File: src/hw/fal_pkg.sv
package fal_pkg;

	// ==========
	// Clock and timing
	// ==========
	localparam int CLK_PERIOD_NS = 8;
	localparam int TICK_PERIOD_NS = 10_000_000; // 10 ms timestamp tick
	localparam int TICK_CYCLES_DEF = TICK_PERIOD_NS / CLK_PERIOD_NS;
	localparam int FLASH_HALF_NS = 500_000_000; // Half period of display flashing
	localparam int FLASH_CYCLES_DEF = FLASH_HALF_NS / CLK_PERIOD_NS;
	localparam logic [12:0] TICKS_PER_MIN_LAST = 13'h176f; // 6000 ticks per minute, minus one
	localparam logic [5:0] MIN_LAST = 6'h3b;
	localparam logic [4:0] HOUR_LAST = 5'h17;
	localparam logic [30:0] TICK_TOTAL_LAST = 31'h7fffffff; // Wrap near 248.55 days
	localparam logic [5:0] BCD_TEN = 6'h0a;

	// ==========
	// Alarm thresholds
	// ==========
	localparam logic [3:0] AIN_MODE_LO = 4'h8;
	localparam logic [3:0] AIN_MODE_HI = 4'hb;
	localparam logic [15:0] LOOP_LOSS_UA = 16'h07d0; // 2 mA in microamps
	localparam logic [9:0] LINE_SPLIT_V = 10'h19f; // 415
	localparam logic [10:0] BUS_TRIP_HI_V = 11'h2e5; // 741 VDC
	localparam logic [10:0] BUS_TRIP_LO_V = 11'h29d; // 669 VDC

	// ==========
	// Display codes (values are arbitrary internal ids)
	// ==========
	localparam logic [7:0] ALM_NONE = 8'h00;
	localparam logic [7:0] ALM_ANALOG_LOSS = 8'h01;
	localparam logic [7:0] ALM_HIGH_BUS = 8'h02;
	localparam logic [7:0] ALM_IDENT_EN = 8'h03;
	localparam logic [7:0] ALM_IDENT_AC = 8'h04; // ident_active_code
	localparam logic [7:0] ALM_TUNE_EN = 8'h05;
	localparam logic [7:0] ALM_TUNE_AC = 8'h06; // tune_active_code

	// ==========
	// Error log
	// ==========
	localparam logic [3:0] LOG_DEPTH = 4'ha;
	localparam logic [3:0] LOG_LAST = 4'h9;
	localparam logic [4:0] LOG_DEPTH5 = 5'h0a;

	// ==========
	// Register map (byte addresses)
	// ==========
	localparam logic [7:0] REG_CTRL = 8'h00;
	localparam logic [7:0] REG_CFG = 8'h04;
	localparam logic [7:0] REG_STATUS = 8'h08;
	localparam logic [7:0] REG_LOG_SEL = 8'h0c;
	localparam logic [7:0] REG_LOG_DATA = 8'h10;
	localparam logic [7:0] REG_CLOCK = 8'h14;
	localparam logic [7:0] REG_LOG_CNT = 8'h18;
	localparam logic [7:0] REG_LOG_TIME = 8'h1c;
	localparam int CTRL_IDENT_BIT = 0;
	localparam int CTRL_TUNE_BIT = 1;
	localparam int CTRL_ETM_BIT = 2;
	localparam int CTRL_SRC_LSB = 4;
	localparam int CTRL_SRC_W = 2;
	localparam int CFG_LINE_LSB = 8;
	localparam logic [31:0] CTRL_RESET = 32'h00000000;
	localparam logic [31:0] CFG_RESET = 32'h00000000;
	localparam logic [31:0] CTRL_MASK = 32'h00000033;
	localparam logic [31:0] CFG_MASK = 32'h0003ff0f;
	localparam logic [31:0] LOG_SEL_MASK = 32'h0000000f;

	// ==========
	// Carriers
	// ==========
	typedef struct packed {
		logic read;
		logic write;
		logic [7:0] address;
		logic [31:0] writedata;
		logic [3:0] byteenable;
	} fal_avs_req_t;

	typedef struct packed {
		logic [10:0] bus_volt;
		logic [15:0] loop_ua;
	} fal_meas_t;

	typedef struct packed {
		logic [7:0] code;
		logic [7:0] day;
		logic [4:0] hour;
		logic [5:0] minute;
	} fal_entry_t;

	typedef enum logic [1:0] {
		PR_OFF = 2'b00,
		PR_ARMED = 2'b01,
		PR_ACTIVE = 2'b10
	} fal_proc_t;

endpackage

File: src/hw/fal_log_store.sv
`timescale 1ns/1ns
`default_nettype none
module fal_log_store (
	input wire logic clock_in, // System clock
	input wire logic init_in, // Clears the retained log
	input wire logic wr_in, // Store one entry
	input wire fal_pkg::fal_entry_t wr_entry_in, // Entry to store
	input wire logic [3:0] rd_age_in, // 0 selects the newest entry
	output fal_pkg::fal_entry_t rd_entry_out, // Selected entry
	output logic [3:0] rd_num_out, // Sequential number of selected entry
	output logic rd_valid_out, // Selected entry exists
	output logic [3:0] count_out // Entries held
);
	import fal_pkg::*;

	fal_entry_t mem_r [LOG_DEPTH];
	logic [3:0] wr_ptr_r;
	logic [3:0] count_r;
	logic [4:0] rd_idx;

	// ==========================================================
	// Storage: retained across a warm reset; init resets only the pointer and count
	// ==========================================================
	always_ff @(posedge clock_in) begin
		if (wr_in) begin
			mem_r[wr_ptr_r] <= wr_entry_in;
		end
	end

	// Pointer wraps so the oldest slot is overwritten when full
	always_ff @(posedge clock_in) begin
		if (init_in) begin
			wr_ptr_r <= 4'h0;
			count_r <= 4'h0;
		end else if (wr_in) begin
			wr_ptr_r <= (wr_ptr_r == LOG_LAST) ? 4'h0 : wr_ptr_r + 4'h1;
			if (count_r != LOG_DEPTH) begin
				count_r <= count_r + 4'h1;
			end
		end
	end

	// ==========================================================
	// Read by age, newest first
	// ==========================================================
	always_comb begin
		rd_idx = {1'b0, wr_ptr_r} + LOG_DEPTH5 - 5'h01 - {1'b0, rd_age_in};
		if (rd_idx >= LOG_DEPTH5) begin
			rd_idx = rd_idx - LOG_DEPTH5;
		end
		rd_valid_out = (rd_age_in < count_r);
		rd_entry_out = rd_valid_out ? mem_r[rd_idx[3:0]] : '0;
		rd_num_out = rd_valid_out ? (count_r - 4'h1 - rd_age_in) : 4'h0;
		count_out = count_r;
	end

endmodule // fal_log_store
`default_nettype wire

File: src/hw/fal_top.sv
// Contract
// - Active alarm flashes its code; drive keeps running.
// - Alarm code disappears by itself once its condition is gone.
// - Any fault stops the drive output and turns the run indicator off.
// - First fault is latched and shown; later faults do not replace it.
// - Latched fault clears only by stop key or selected source fault reset.
// - Every fault, latched or not, is written into the error log.
// - Nothing outside the log registers shows that the log holds entries.
// - The log keeps the ten most recent faults.
// - Reading the log gives the newest entry first, then older ones.
// - Entries are numbered sequentially; newest has the highest number, at most 9.
// - When full, a new fault pushes out the oldest entry.
// - Each entry carries a relative day from a counter wrapping at 248.55 days.
// - Each entry carries a 24-hour time, hour digits then two minute digits.
// - Elapsed-time reset clears the day and time counter.
// - Log and day/time values survive loss of power.
// - Analog mode 8 to 11 with loop below 2 mA raises signal loss alarm.
// - High bus alarm above 741 V if line above 415, else above 669 V.
// - Ident enabled shows enabled alarm; on start shows ident active alarm.
// - Stop key aborts identification in progress.
// - Ident enable off cancels pending identification and its alarm.
// - Tune enabled shows enabled alarm; on start shows tune active alarm.
// - Tune enable off cancels pending self-tuning and its alarm.
// - Operator must read the log to see every fault.
`timescale 1ns/1ns
`default_nettype none
module fal_top #(
	parameter int TICK_CYCLES = fal_pkg::TICK_CYCLES_DEF, // Cycles per 10 ms tick
	parameter int FLASH_CYCLES = fal_pkg::FLASH_CYCLES_DEF // Cycles per flash half period
) (
	input wire logic clock_in, // 125 MHz system clock
	input wire logic resetn_in, // Synchronous reset, active low
	input wire logic storage_init_in, // Clears retained log and clock
	input wire fal_pkg::fal_avs_req_t avs_req_in, // Avalon-MM request
	output logic [31:0] avs_readdata_out, // Avalon-MM read data
	output logic avs_waitrequest_out, // Avalon-MM wait request
	input wire logic fault_valid_in, // Fault detected this cycle
	input wire logic [7:0] fault_code_in, // Code of detected fault
	input wire fal_pkg::fal_meas_t meas_in, // Bus voltage and loop current
	input wire logic run_cmd_in, // Drive start/run request
	input wire logic stop_key_in, // Stop/reset key pulse
	input wire logic [3:0] fault_reset_src_in, // Fault reset per control source
	input wire logic ident_done_in, // Identification finished
	input wire logic tune_done_in, // Self-tuning finished
	output logic drive_enable_out, // Power stage enable, low to coast
	output logic run_indicator_out, // run_indicator
	output logic [7:0] display_code_out, // Code shown, zero when blank
	output logic display_lit_out, // Flash phase, high while lit
	output logic display_fault_out, // Shown code is a fault
	output logic ident_run_out, // Identification in progress
	output logic tune_run_out // Self-tuning in progress
);
	import fal_pkg::*;

	localparam logic [20:0] TICK_LAST = 21'(TICK_CYCLES - 1);
	localparam logic [25:0] FLASH_LAST = 26'(FLASH_CYCLES - 1);

	// ==========================================================
	// Functions
	// ==========================================================
	// Procedure sequencing shared by identification and self-tuning
	function automatic fal_proc_t proc_next(input fal_proc_t st, input logic en, input logic run,
		input logic stop, input logic done);
		case (st)
			PR_OFF: begin
				proc_next = en ? PR_ARMED : PR_OFF;
			end
			PR_ARMED: begin
				proc_next = !en ? PR_OFF : (run ? PR_ACTIVE : PR_ARMED);
			end
			PR_ACTIVE: begin
				proc_next = (!en || stop || done) ? PR_OFF : PR_ACTIVE;
			end
			default: begin
				proc_next = PR_OFF;
			end
		endcase
	endfunction

	// Byte-lane merge of a write into a register
	function automatic logic [31:0] be_merge(input logic [31:0] old, input logic [31:0] wd,
		input logic [3:0] be, input logic [31:0] mask);
		logic [31:0] m;
		m = {{8{be[3]}}, {8{be[2]}}, {8{be[1]}}, {8{be[0]}}};
		be_merge = ((old & ~m) | (wd & m)) & mask;
	endfunction

	// Two BCD digits of a value below 60
	function automatic logic [7:0] bcd2(input logic [5:0] v);
		logic [5:0] t;
		t = v / BCD_TEN;
		bcd2 = {t[3:0], 4'(v - t * BCD_TEN)};
	endfunction

	// ==========================================================
	// Declarations
	// ==========================================================
	logic wait_r;
	logic [31:0] rdata_r;
	logic [31:0] rdata_nxt;
	logic [31:0] ctrl_r;
	logic [31:0] cfg_r;
	logic [3:0] log_age_r;
	logic wr_fire;
	logic etm_reset;
	logic [20:0] tick_cnt_r;
	logic [12:0] tick_min_r;
	logic [5:0] min_r;
	logic [4:0] hour_r;
	logic [7:0] day_r;
	logic [30:0] total_r;
	logic tick;
	logic fault_latched_r;
	logic [7:0] fault_code_r;
	logic clear_req;
	fal_proc_t ident_st_r;
	fal_proc_t tune_st_r;
	fal_proc_t ident_nxt;
	fal_proc_t tune_nxt;
	logic [7:0] alarm_code;
	logic [25:0] flash_cnt_r;
	logic lit_r;
	logic drive_en_r;
	logic run_ind_r;
	logic [7:0] disp_code_r;
	logic disp_fault_r;
	fal_entry_t new_entry;
	fal_entry_t rd_entry;
	logic [3:0] rd_num;
	logic rd_valid;
	logic [3:0] log_count;

	// ==========================================================
	// Avalon-MM slave: one wait cycle, then the answer
	// ==========================================================
	// Wait is high at idle so a request is never taken before decode
	always_ff @(posedge clock_in) begin
		if (!resetn_in) begin
			wait_r <= 1'b1;
		end else if (!wait_r) begin
			wait_r <= 1'b1;
		end else if (avs_req_in.read || avs_req_in.write) begin
			wait_r <= 1'b0;
		end
	end

	assign wr_fire = avs_req_in.write && !wait_r;
	assign etm_reset = wr_fire && (avs_req_in.address == REG_CTRL) && avs_req_in.byteenable[0]
		&& avs_req_in.writedata[CTRL_ETM_BIT];

	// Read mux; unmapped addresses read zero
	always_comb begin
		rdata_nxt = 32'h00000000;
		case (avs_req_in.address)
			REG_CTRL: begin
				rdata_nxt = ctrl_r;
			end
			REG_CFG: begin
				rdata_nxt = cfg_r;
			end
			REG_STATUS: begin
				// Log occupancy is deliberately absent here
				rdata_nxt = {8'h00, alarm_code, 1'b0, tune_st_r, ident_st_r, run_ind_r, drive_en_r,
					fault_latched_r, disp_code_r};
			end
			REG_LOG_SEL: begin
				rdata_nxt = {28'h0000000, log_age_r};
			end
			REG_LOG_DATA: begin
				rdata_nxt = {8'h00, rd_entry.day, 3'h0, rd_valid, rd_num, rd_entry.code};
			end
			REG_LOG_TIME: begin
				rdata_nxt = {16'h0000, bcd2({1'b0, rd_entry.hour}), bcd2(rd_entry.minute)};
			end
			REG_CLOCK: begin
				rdata_nxt = {8'h00, day_r, bcd2({1'b0, hour_r}), bcd2(min_r)};
			end
			REG_LOG_CNT: begin
				rdata_nxt = {28'h0000000, log_count};
			end
			default: begin
				rdata_nxt = 32'h00000000;
			end
		endcase
	end

	// Read data is captured as wait drops and stands for the answer cycle
	always_ff @(posedge clock_in) begin
		if (!resetn_in) begin
			rdata_r <= 32'h00000000;
		end else if (wait_r && avs_req_in.read) begin
			rdata_r <= rdata_nxt;
		end
	end

	// Control register; finished or aborted procedures clear their enable
	always_ff @(posedge clock_in) begin
		if (!resetn_in) begin
			ctrl_r <= CTRL_RESET;
		end else if (wr_fire && avs_req_in.address == REG_CTRL) begin
			ctrl_r <= be_merge(ctrl_r, avs_req_in.writedata, avs_req_in.byteenable, CTRL_MASK)
				& ~(32'h00000001 << CTRL_ETM_BIT);
		end else begin
			if (ident_st_r == PR_ACTIVE && ident_nxt == PR_OFF) begin
				ctrl_r[CTRL_IDENT_BIT] <= 1'b0;
			end
			if (tune_st_r == PR_ACTIVE && tune_nxt == PR_OFF) begin
				ctrl_r[CTRL_TUNE_BIT] <= 1'b0;
			end
		end
	end

	// Configuration and log selection
	always_ff @(posedge clock_in) begin
		if (!resetn_in) begin
			cfg_r <= CFG_RESET;
			log_age_r <= 4'h0;
		end else if (wr_fire) begin
			if (avs_req_in.address == REG_CFG) begin
				cfg_r <= be_merge(cfg_r, avs_req_in.writedata, avs_req_in.byteenable, CFG_MASK);
			end
			if (avs_req_in.address == REG_LOG_SEL) begin
				log_age_r <= 4'(be_merge({28'h0000000, log_age_r}, avs_req_in.writedata,
					avs_req_in.byteenable, LOG_SEL_MASK));
			end
		end
	end

	// ==========================================================
	// Day and time counter, retained like the log
	// ==========================================================
	assign tick = (tick_cnt_r == TICK_LAST);

	always_ff @(posedge clock_in) begin
		if (!resetn_in || tick) begin
			tick_cnt_r <= 21'h000000;
		end else begin
			tick_cnt_r <= tick_cnt_r + 21'h000001;
		end
	end

	// Resetn does not touch these: they stand for the retained values
	always_ff @(posedge clock_in) begin
		if (storage_init_in || etm_reset) begin
			tick_min_r <= 13'h0000;
			min_r <= 6'h00;
			hour_r <= 5'h00;
			day_r <= 8'h00;
			total_r <= 31'h00000000;
		end else if (tick) begin
			if (total_r == TICK_TOTAL_LAST) begin
				// Relative counter rolls over as a whole
				tick_min_r <= 13'h0000;
				min_r <= 6'h00;
				hour_r <= 5'h00;
				day_r <= 8'h00;
				total_r <= 31'h00000000;
			end else begin
				total_r <= total_r + 31'h00000001;
				if (tick_min_r != TICKS_PER_MIN_LAST) begin
					tick_min_r <= tick_min_r + 13'h0001;
				end else begin
					tick_min_r <= 13'h0000;
					if (min_r != MIN_LAST) begin
						min_r <= min_r + 6'h01;
					end else begin
						min_r <= 6'h00;
						if (hour_r != HOUR_LAST) begin
							hour_r <= hour_r + 5'h01;
						end else begin
							hour_r <= 5'h00;
							day_r <= day_r + 8'h01;
						end
					end
				end
			end
		end
	end

	// ==========================================================
	// Fault latch
	// ==========================================================
	assign clear_req = stop_key_in || fault_reset_src_in[ctrl_r[CTRL_SRC_LSB +: CTRL_SRC_W]];

	// A new fault in the clearing cycle is latched, not lost
	always_ff @(posedge clock_in) begin
		if (!resetn_in) begin
			fault_latched_r <= 1'b0;
			fault_code_r <= ALM_NONE;
		end else if (fault_valid_in && (!fault_latched_r || clear_req)) begin
			fault_latched_r <= 1'b1;
			fault_code_r <= fault_code_in;
		end else if (clear_req) begin
			fault_latched_r <= 1'b0;
		end
	end

	// Every fault is logged with its timestamp
	assign new_entry = '{code: fault_code_in, day: day_r, hour: hour_r, minute: min_r};

	fal_log_store u_log (
		.clock_in(clock_in),
		.init_in(storage_init_in),
		.wr_in(fault_valid_in),
		.wr_entry_in(new_entry),
		.rd_age_in(log_age_r),
		.rd_entry_out(rd_entry),
		.rd_num_out(rd_num),
		.rd_valid_out(rd_valid),
		.count_out(log_count)
	);

	// ==========================================================
	// Identification and self-tuning sequencing
	// ==========================================================
	assign ident_nxt = proc_next(ident_st_r, ctrl_r[CTRL_IDENT_BIT], run_cmd_in, stop_key_in,
		ident_done_in);
	assign tune_nxt = proc_next(tune_st_r, ctrl_r[CTRL_TUNE_BIT], run_cmd_in, stop_key_in,
		tune_done_in);

	always_ff @(posedge clock_in) begin
		if (!resetn_in) begin
			ident_st_r <= PR_OFF;
			tune_st_r <= PR_OFF;
		end else begin
			ident_st_r <= ident_nxt;
			tune_st_r <= tune_nxt;
		end
	end

	// ==========================================================
	// Alarm evaluation, purely from present conditions
	// ==========================================================
	always_comb begin
		alarm_code = ALM_NONE;
		if (cfg_r[3:0] >= AIN_MODE_LO && cfg_r[3:0] <= AIN_MODE_HI && meas_in.loop_ua < LOOP_LOSS_UA) begin
			alarm_code = ALM_ANALOG_LOSS;
		end
		if ((cfg_r[CFG_LINE_LSB +: 10] > LINE_SPLIT_V) ? (meas_in.bus_volt > BUS_TRIP_HI_V)
			: (meas_in.bus_volt > BUS_TRIP_LO_V)) begin
			alarm_code = ALM_HIGH_BUS;
		end
		if (tune_st_r == PR_ARMED) begin
			alarm_code = ALM_TUNE_EN;
		end
		if (ident_st_r == PR_ARMED) begin
			alarm_code = ALM_IDENT_EN;
		end
		if (tune_st_r == PR_ACTIVE) begin
			alarm_code = ALM_TUNE_AC;
		end
		if (ident_st_r == PR_ACTIVE) begin
			alarm_code = ALM_IDENT_AC;
		end
	end

	// ==========================================================
	// Display and drive outputs
	// ==========================================================
	// Free-running flash phase shared by alarms and faults
	always_ff @(posedge clock_in) begin
		if (!resetn_in) begin
			flash_cnt_r <= 26'h0000000;
			lit_r <= 1'b1;
		end else if (flash_cnt_r == FLASH_LAST) begin
			flash_cnt_r <= 26'h0000000;
			lit_r <= !lit_r;
		end else begin
			flash_cnt_r <= flash_cnt_r + 26'h0000001;
		end
	end

	// Fault outranks alarm; alarms never touch the drive enable
	always_ff @(posedge clock_in) begin
		if (!resetn_in) begin
			disp_code_r <= ALM_NONE;
			disp_fault_r <= 1'b0;
		end else begin
			disp_code_r <= fault_latched_r ? fault_code_r : alarm_code;
			disp_fault_r <= fault_latched_r;
		end
	end

	// Coast at once on a fault, on the same edge that the latch sets
	always_ff @(posedge clock_in) begin
		if (!resetn_in) begin
			drive_en_r <= 1'b0;
			run_ind_r <= 1'b0;
		end else begin
			drive_en_r <= run_cmd_in && !fault_latched_r && !fault_valid_in;
			run_ind_r <= run_cmd_in && !fault_latched_r && !fault_valid_in;
		end
	end

	assign avs_waitrequest_out = wait_r;
	assign avs_readdata_out = rdata_r;
	assign drive_enable_out = drive_en_r;
	assign run_indicator_out = run_ind_r;
	assign display_code_out = disp_code_r;
	assign display_lit_out = lit_r && (disp_code_r != ALM_NONE);
	assign display_fault_out = disp_fault_r;
	assign ident_run_out = (ident_st_r == PR_ACTIVE);
	assign tune_run_out = (tune_st_r == PR_ACTIVE);

endmodule // fal_top
`default_nettype wire

File: config.mk
export PLATFORM = sky130hd
export DESIGN_NAME = fal_top
export DESIGN_NICKNAME = d
export VERILOG_FILES = /design/src/hw/fal_pkg.sv /design/src/hw/fal_log_store.sv /design/src/hw/fal_top.sv
export SDC_FILE = /design/constraint.sdc
export NUM_CORES = 1
export LEC_CHECK = 0
export BUFFER_PORTS_ARGS = -buffer_cell sky130_fd_sc_hd__buf_2
export CAP_MARGIN = 30
export CORE_ASPECT_RATIO = 0.5
export CORE_MARGIN = 2
export CORE_UTILIZATION = 26
export DETAILED_ROUTE_END_ITERATION = 8
export SYNTH_ARGS = -nofsm -noshare
export SYNTH_HDL_FRONTEND = slang
export SYNTH_SLANG_ARGS = --single-unit
File: constraint.sdc
create_clock -name clock_in -period 12.9 [get_ports clock_in]
set_input_delay 1.935 -clock clock_in [delete_from_list [all_inputs] [get_ports clock_in]]
set_output_delay 1.935 -clock clock_in [all_outputs]
set_load 0.1 [all_outputs]
==> reports/qor.yml, run 1 <==
run_status:
  status: "complete, no violations"
finish:
  mostFrequentLayoutCell: "edfxtp_1"
  layout_common_cells: "edfxtp_1 (270), dfxtp_1 (189), nor2_1 (188)"
  nets: 1954
  diodes: 0
  area_growth_pct: 16.6
  layout-drive-gt1-share_pct: 17.2
  multi_input_area_um2: 8170
  fillerInstances: 7870
  ff_latch_area_um2: 11900
worst_hold_path:
  min_path_type: "register to register"
  min_path_cells: 2
floorplan:
  start_util_pct: 26.4
  die_area_um2: 81200
  chipWidth_um: 401
  dieHeight_um: 202
  rows: 72
  io_pins: 140
  core_area_um2: 77700
clock_tree:
  clk_pin_slew_ps: 60
  h-tree-depth: 2
  clock_tree.root_cell: "clkbuf_16"
  cts_buffers: 48
  cts_buffer_depth: 3
  cts_resized: 0
  cts_tree: "built"
  clock_latency_ps: 580
  cts_hold_buf: 0
  clock-sinks: 459
  post_cts_buffers: 0
synth:
  synth_top_family_by_area: "simple AND/OR/NAND/NOR gates"
  synth_area_um2: 20500
  ys_seq_area_share_pct: 58.1
  synth_seq_cells: 459
  yosysTopAreaCell: "edfxtp_1"
  synth_xor_area_share_pct: 4.48
  synthTopCellsByArea: "edfxtp_1 (40%), dfxtp_1 (18%), mux4_2 (5.7%)"
  syn_inst: 1706
  synth_edf_count: 270
  muxShareOfSynthArea_pct: 8.77
  synth_top_flop_cell: "edfxtp_1"
  syn_avg_cell_area_um2: 12.0
  yosys_warnings: 0
  synth_cell_type_count: 97
  synth.top_cell.area_share_pct: 39.6
  synth-adder-area-share_pct: 2.94
  yosys.area_share.simple_pct: 14.5
  async_reset_ff_share_pct: 0
  synth_compound_gate_area_share_pct: 8.57
setup_path:
  startpoint: "u_log.wr_ptr_r[1]"
  cpPeakStageDelay_ps: 710
  cp.arrival_ps: 8730
  required_ps: 13330
  path_max_fanout: 18
  cp-end-kind: "register"
  cp-start-kind: "register"
  crit_end: "avs_readdata_out[2]"
  rrSetupSlack_ps: 4600
  timing.rr.start: "u_log.wr_ptr_r[1]"
  timing.rr.end: "avs_readdata_out[2]"
  rr_worst_depth: 29
  cp_slowest_cell: "fa_1"
  worstSetupPathType: "register to register"
flow_run:
  maxCapViolCount: 0
pwr:
  p_int_mw: 2.55
  swShare_pct: 24.8
  power_frac_comb_pct: 12.0
  power.total_mw: 3.39
  leakagePower_nw: 8.35
  p_clk_share_pct: 41.6
  p_per_area_nw_per_um2: 142
  seq_power_share_pct: 46.4
  ir_worst_vdd_mv: 0.0970
  power.switching_uw: 840
placement:
  gp_congestion: 0.866
  port_buffers: 109
  hpwl_um: 35800
route:
  wire_per_inst_um: 18.5
  vias: 14100
  route.detailed.drc: 0
  drt_iter0_drc: 1195
  via_per_inst: 4.86
  antenna_left: 0
  drtPass1Iterations: 6
  routed_wl_um: 53600
global_routing:
  grt_pass1_wl_um: 81800
  met1_usage_pct: 16.3
  grt.busiest_layer: "met2"
  grt_pass1_vias: 13600
  grt_usage_pct: 12.9
  use_met3_pct: 1.87
  antenna_found_initial: 1
  met2_usage_pct: 21.9
  grt-ovfl-total: 0
  grt_max_degree: 57
timing:
  max_slew.worst_pin.slew_ps: 935
  post-route-min-period_ps: 8300
  setup_violations: 0
  rsz0062_at_grt: "false"
  fin_setup_tns_ps: 0
  maxSlewViolCount: 0
  clock_skew_ps: 11.4
  hold_viol: 0
  fmax_mhz: 120
  slew_headroom_pct: 37.7
  fin_crit_sh_pct: 64.3
cells by family (layout without fill, tap and decap cells):
group,Yosys count,in the layout
AOI/OAI and AO/OA,244,244
muxes,113,113
buffers and inverters,126,271
DFF,459,459
and+or+nand+nor,614,614
xor gates and xnor gates,104,104
adders and majority gates,45,45
other,1,8
stage by stage:
| stage | hold slack (ps) | area, um2 | std cells | setup slack, ps | util [%] |
|---|---|---|---|---|---|
| 6_report | 453 | 23900 | 2894 | 4600 | 30.8 |
| 3_3_place_gp | 419 | 22300 | 2805 | 4870 | 28.7 |
| 3_5_place_dp | 444 | 22300 | 2805 | 4760 | 28.7 |
| 4_1_cts | 458 | 23900 | 2894 | 4710 | 30.8 |
| 2_1_floorplan | 415 | 20500 | 1713 | 6450 | - |
| 5_1_grt | 478 | 23900 | 2894 | 4120 | 30.8 |
registers in the layout, summed over array words and instances (netlist names), named ones only:
name	count
ident_st_r	2
avs_readdata_out	24
u_log.wr_ptr_r	4
min_r	6
display_code_out	8
avs_waitrequest_out	1
u_log.mem_r	270
flash_cnt_r	26
day_r	8
total_r	31
fault_code_r	8
lit_r	1
tick_min_r	13
u_log.count_out	4
ctrl_r	2
hour_r	5
display_fault_out	1
tune_st_r	2
run_indicator_out	1
fault_latched_r	1
tick_cnt_r	21
final cells by class:
| type | instances | share of cell area, % |
|---|---|---|
| Clock buffer | 63 | 5.52 |
| Tap cell | 1036 | 5.43 |
| Multi-Input combinational cell | 1128 | 34.2 |
| Inverter | 46 | 0.723 |
| Timing Repair Buffer | 136 | 3.13 |
| Clock inverter | 26 | 1.22 |
| Sequential cell | 459 | 49.8 |
worst min path at each step:
stage	from	slack, ps	endpoint
finish	avs_readdata_out[0]	450	avs_readdata_out[0]
global placement	avs_waitrequest_out	420	avs_waitrequest_out
CTS	tick_cnt_r[0]	460	tick_cnt_r[0]
detailed placement	tick_cnt_r[0]	440	tick_cnt_r[0]
floorplan	tune_st_r[1]	420	tune_st_r[0]
global route	tick_cnt_r[0]	480	tick_cnt_r[0]
power groups by stage:
stage                     clock [mW]  sequential, mW  combinational (mW)
final                           1.41            1.57               0.405
after global placement             0            1.60               0.400
after global routing            1.50            1.57               0.436
after detailed placement           0            1.60               0.403
after floorplan                    0            1.61               0.281
after CTS                       1.44            1.57               0.405
synth_stat cells (12+ instances only):
cell      number
edfxtp_1     270
nor2_1       193
dfxtp_1      189
nand2_1      148
nand3_1       70
xor2_1        62
a21oi_1       55
clkbuf_1      54
mux2i_1       52
mux4_2        52
inv_1         46
xnor2_1       41
and3_1        37
ha_1          36
o21ai_0       33
nand4_1       29
nor3_1        29
a211oi_1      22
nor2b_1       18
nor4_1        18
a31oi_1       16
a22oi_1       14
buf_2         12
routing by layer:
metal | up-vias | wire (um)
met4 | 0 | 2540
li1 | 6562 | -
met3 | 117 | 2410
met1 | 7035 | 22800
met2 | 341 | 25800
met5 | - | 0
worst max-delay path: cells and delay by family (launching register included):
| kind | cells | cell delay, ps |
|---|---|---|
| AND/OR/NAND/NOR | 5 | 1650 |
| flip-flops | 1 | 570 |
| adder cells (fa/ha/maj) | 7 | 2650 |
| buffers and inverters | 5 | 580 |
| AO/OA/AOI/OAI | 11 | 2390 |
| multiplexers | 1 | 300 |
No activity file was read; power rests on OpenSTA's default activity.
==> inputs of run 2 (changes only) <==
==> constraint.sdc (replaced) <==
create_clock -name clock_in -period 7.9 [get_ports clock_in]
set_input_delay 1.185 -clock clock_in [delete_from_list [all_inputs] [get_ports clock_in]]
set_output_delay 1.185 -clock clock_in [all_outputs]
set_load 0.1 [all_outputs]
==> reports/qor.yml, run 2 (synthesis results as in run 1) <==
run_status:
  status: "complete, no violations"
timing:
  post-route-min-period_ps: 7260
  max_slew.worst_pin.slew_ps: 949
  setup_ws_ps: 638
  slew_headroom_pct: 36.8
  setup_violations: 0
  fmax_mhz: 138
  rsz0062_at_grt: "false"
  fin_crit_sh_pct: 91.9
  hold_viol: 0
  clock_skew_ps: 15.4
  maxSlewViolCount: 0
  fin_setup_tns_ps: 0
  whs_ps: 451
setup_path:
  timing.rr.end: "avs_readdata_out[2]"
  cp_slowest_cell: "fa_1"
  rrSetupSlack_ps: 640
  timing.rr.start: "u_log.wr_ptr_r[1]"
  cp-start-kind: "register"
  cp-end-kind: "register"
  crit_end: "avs_readdata_out[2]"
  worstSetupPathType: "register to register"
  startpoint: "u_log.wr_ptr_r[1]"
  cp.arrival_ps: 7700
  rr_worst_depth: 29
  cpPeakStageDelay_ps: 730
  path_max_fanout: 11
  required_ps: 8330
pwr:
  ir_worst_vdd_mv: 0.175
  leakagePower_nw: 8.43
  power.total_mw: 5.65
  p_per_area_nw_per_um2: 235
global_routing:
  use_met3_pct: 1.80
  met2_usage_pct: 22.7
  antenna_found_initial: 0
  grt.busiest_layer: "met2"
  grt_max_degree: 57
  grt_pass1_wl_um: 81700
  grt_pass1_vias: 13700
  grt_usage_pct: 13.0
  grt-ovfl-total: 0
  met1_usage_pct: 15.8
route:
  vias: 14100
  antenna_left: 0
  drt_iter0_drc: 1145
  routed_wl_um: 53700
  drtPass1Iterations: 5
  via_per_inst: 4.87
  wire_per_inst_um: 18.5
  route.detailed.drc: 0
clock_tree:
  cts_buffers: 49
  clock_latency_ps: 580
  cts_tree: "built"
  clk_pin_slew_ps: 60
  cts_buffer_depth: 3
  clock_tree.root_cell: "clkbuf_16"
  cts_hold_buf: 0
  clock-sinks: 459
  h-tree-depth: 2
placement:
  dp_cells: 2812
  pre_cts_ws_ps: 451
  place_area_um2: 22300
  port_buffers: 109
  hpwl_um: 36700
  gp_congestion: 0.889
finish:
  mostFrequentLayoutCell: "edfxtp_1"
  reg.largest.list: "u_log.mem_r (270), total_r (31), flash_cnt_r (26)"
  layout_common_cells: "edfxtp_1 (270), nor2_1 (188), dfxtp_1 (188)"
  diodes: 0
  area_growth_pct: 17.4
  largest_register_ffs: 270
  nets: 1962
  layout-drive-gt1-share_pct: 17.8
  utilization_pct: 31.0
  postLayoutCellArea_um2: 24000
  finalNonFillerCells: 2902
  top_register: "u_log.mem_r"
flow_run:
  maxCapViolCount: 0
floorplan:
  dieHeight_um: 202
  chipWidth_um: 401
  core_area_um2: 77700
  rows: 72
  io_pins: 140
  die_area_um2: 81200
  start_util_pct: 26.4
worst_hold_path:
  min_path_type: "register to register"
  min-delay-start: "avs_waitrequest_out"
[run 2: changes by cell type in the layout (fill, tap and decap cells not counted), sizes merged]
| cell | previous run | this run |
|---|---|---|
| clkinv | 17 | 22 |
| clkinvlp | 2 | 3 |
| clkbuf | 63 | 55 |
| bufinv | 6 | 9 |
| buf | 136 | 143 |
[run 2: how the worst min path moves through the flow]
| stage | to | slack, ps | depth (start not counted) |
|---|---|---|---|
| finish | avs_waitrequest_out | 450 | 1 |
| global route | avs_waitrequest_out | 480 | 1 |
| CTS | avs_readdata_out[0] | 450 | 2 |
| detailed placement | avs_waitrequest_out | 440 | 1 |
| global placement | avs_waitrequest_out | 420 | 1 |
| floorplan | tune_st_r[0] | 420 | 1 |
[run 2: power by group]
part	internal, mW	switching [mW]
combinational	0.251	0.416
sequential	2.55	0.0196
clock	1.47	0.950
total	4.27	1.39
[run 2: final cells by class]
type                       count  area [um2]
clock buffer                  55        1290
clock inverter                35         409
fill                        7812       53600
inverter                      46         173
multi-input combinational   1128        8170
sequential                   459       11900
tap                         1036        1300
timing repair buffer         143         805
[run 2: critical path, delay by kind of cell (launching register included)]
family                   cells  cell delay, ps
adder cells (fa/ha/maj)      8            2870
buffers and inverters        5             440
multiplexers                 1             250
flip-flops                   1             460
AO/OA/AOI/OAI               10            1750
AND/OR/NAND/NOR              5            1340
[run 2: timing repair]
item | CTS | global route
setup buffers | 0 | 0
endpoints found under the setup margin | 0 | 2
resized for setup | 0 | 2
[run 2: routing by layer]
metal,up-vias,wire [um]
met5,-,0
met1,7025,22100
met4,0,2350
met3,113,2960
met2,405,26300
li1,6583,-
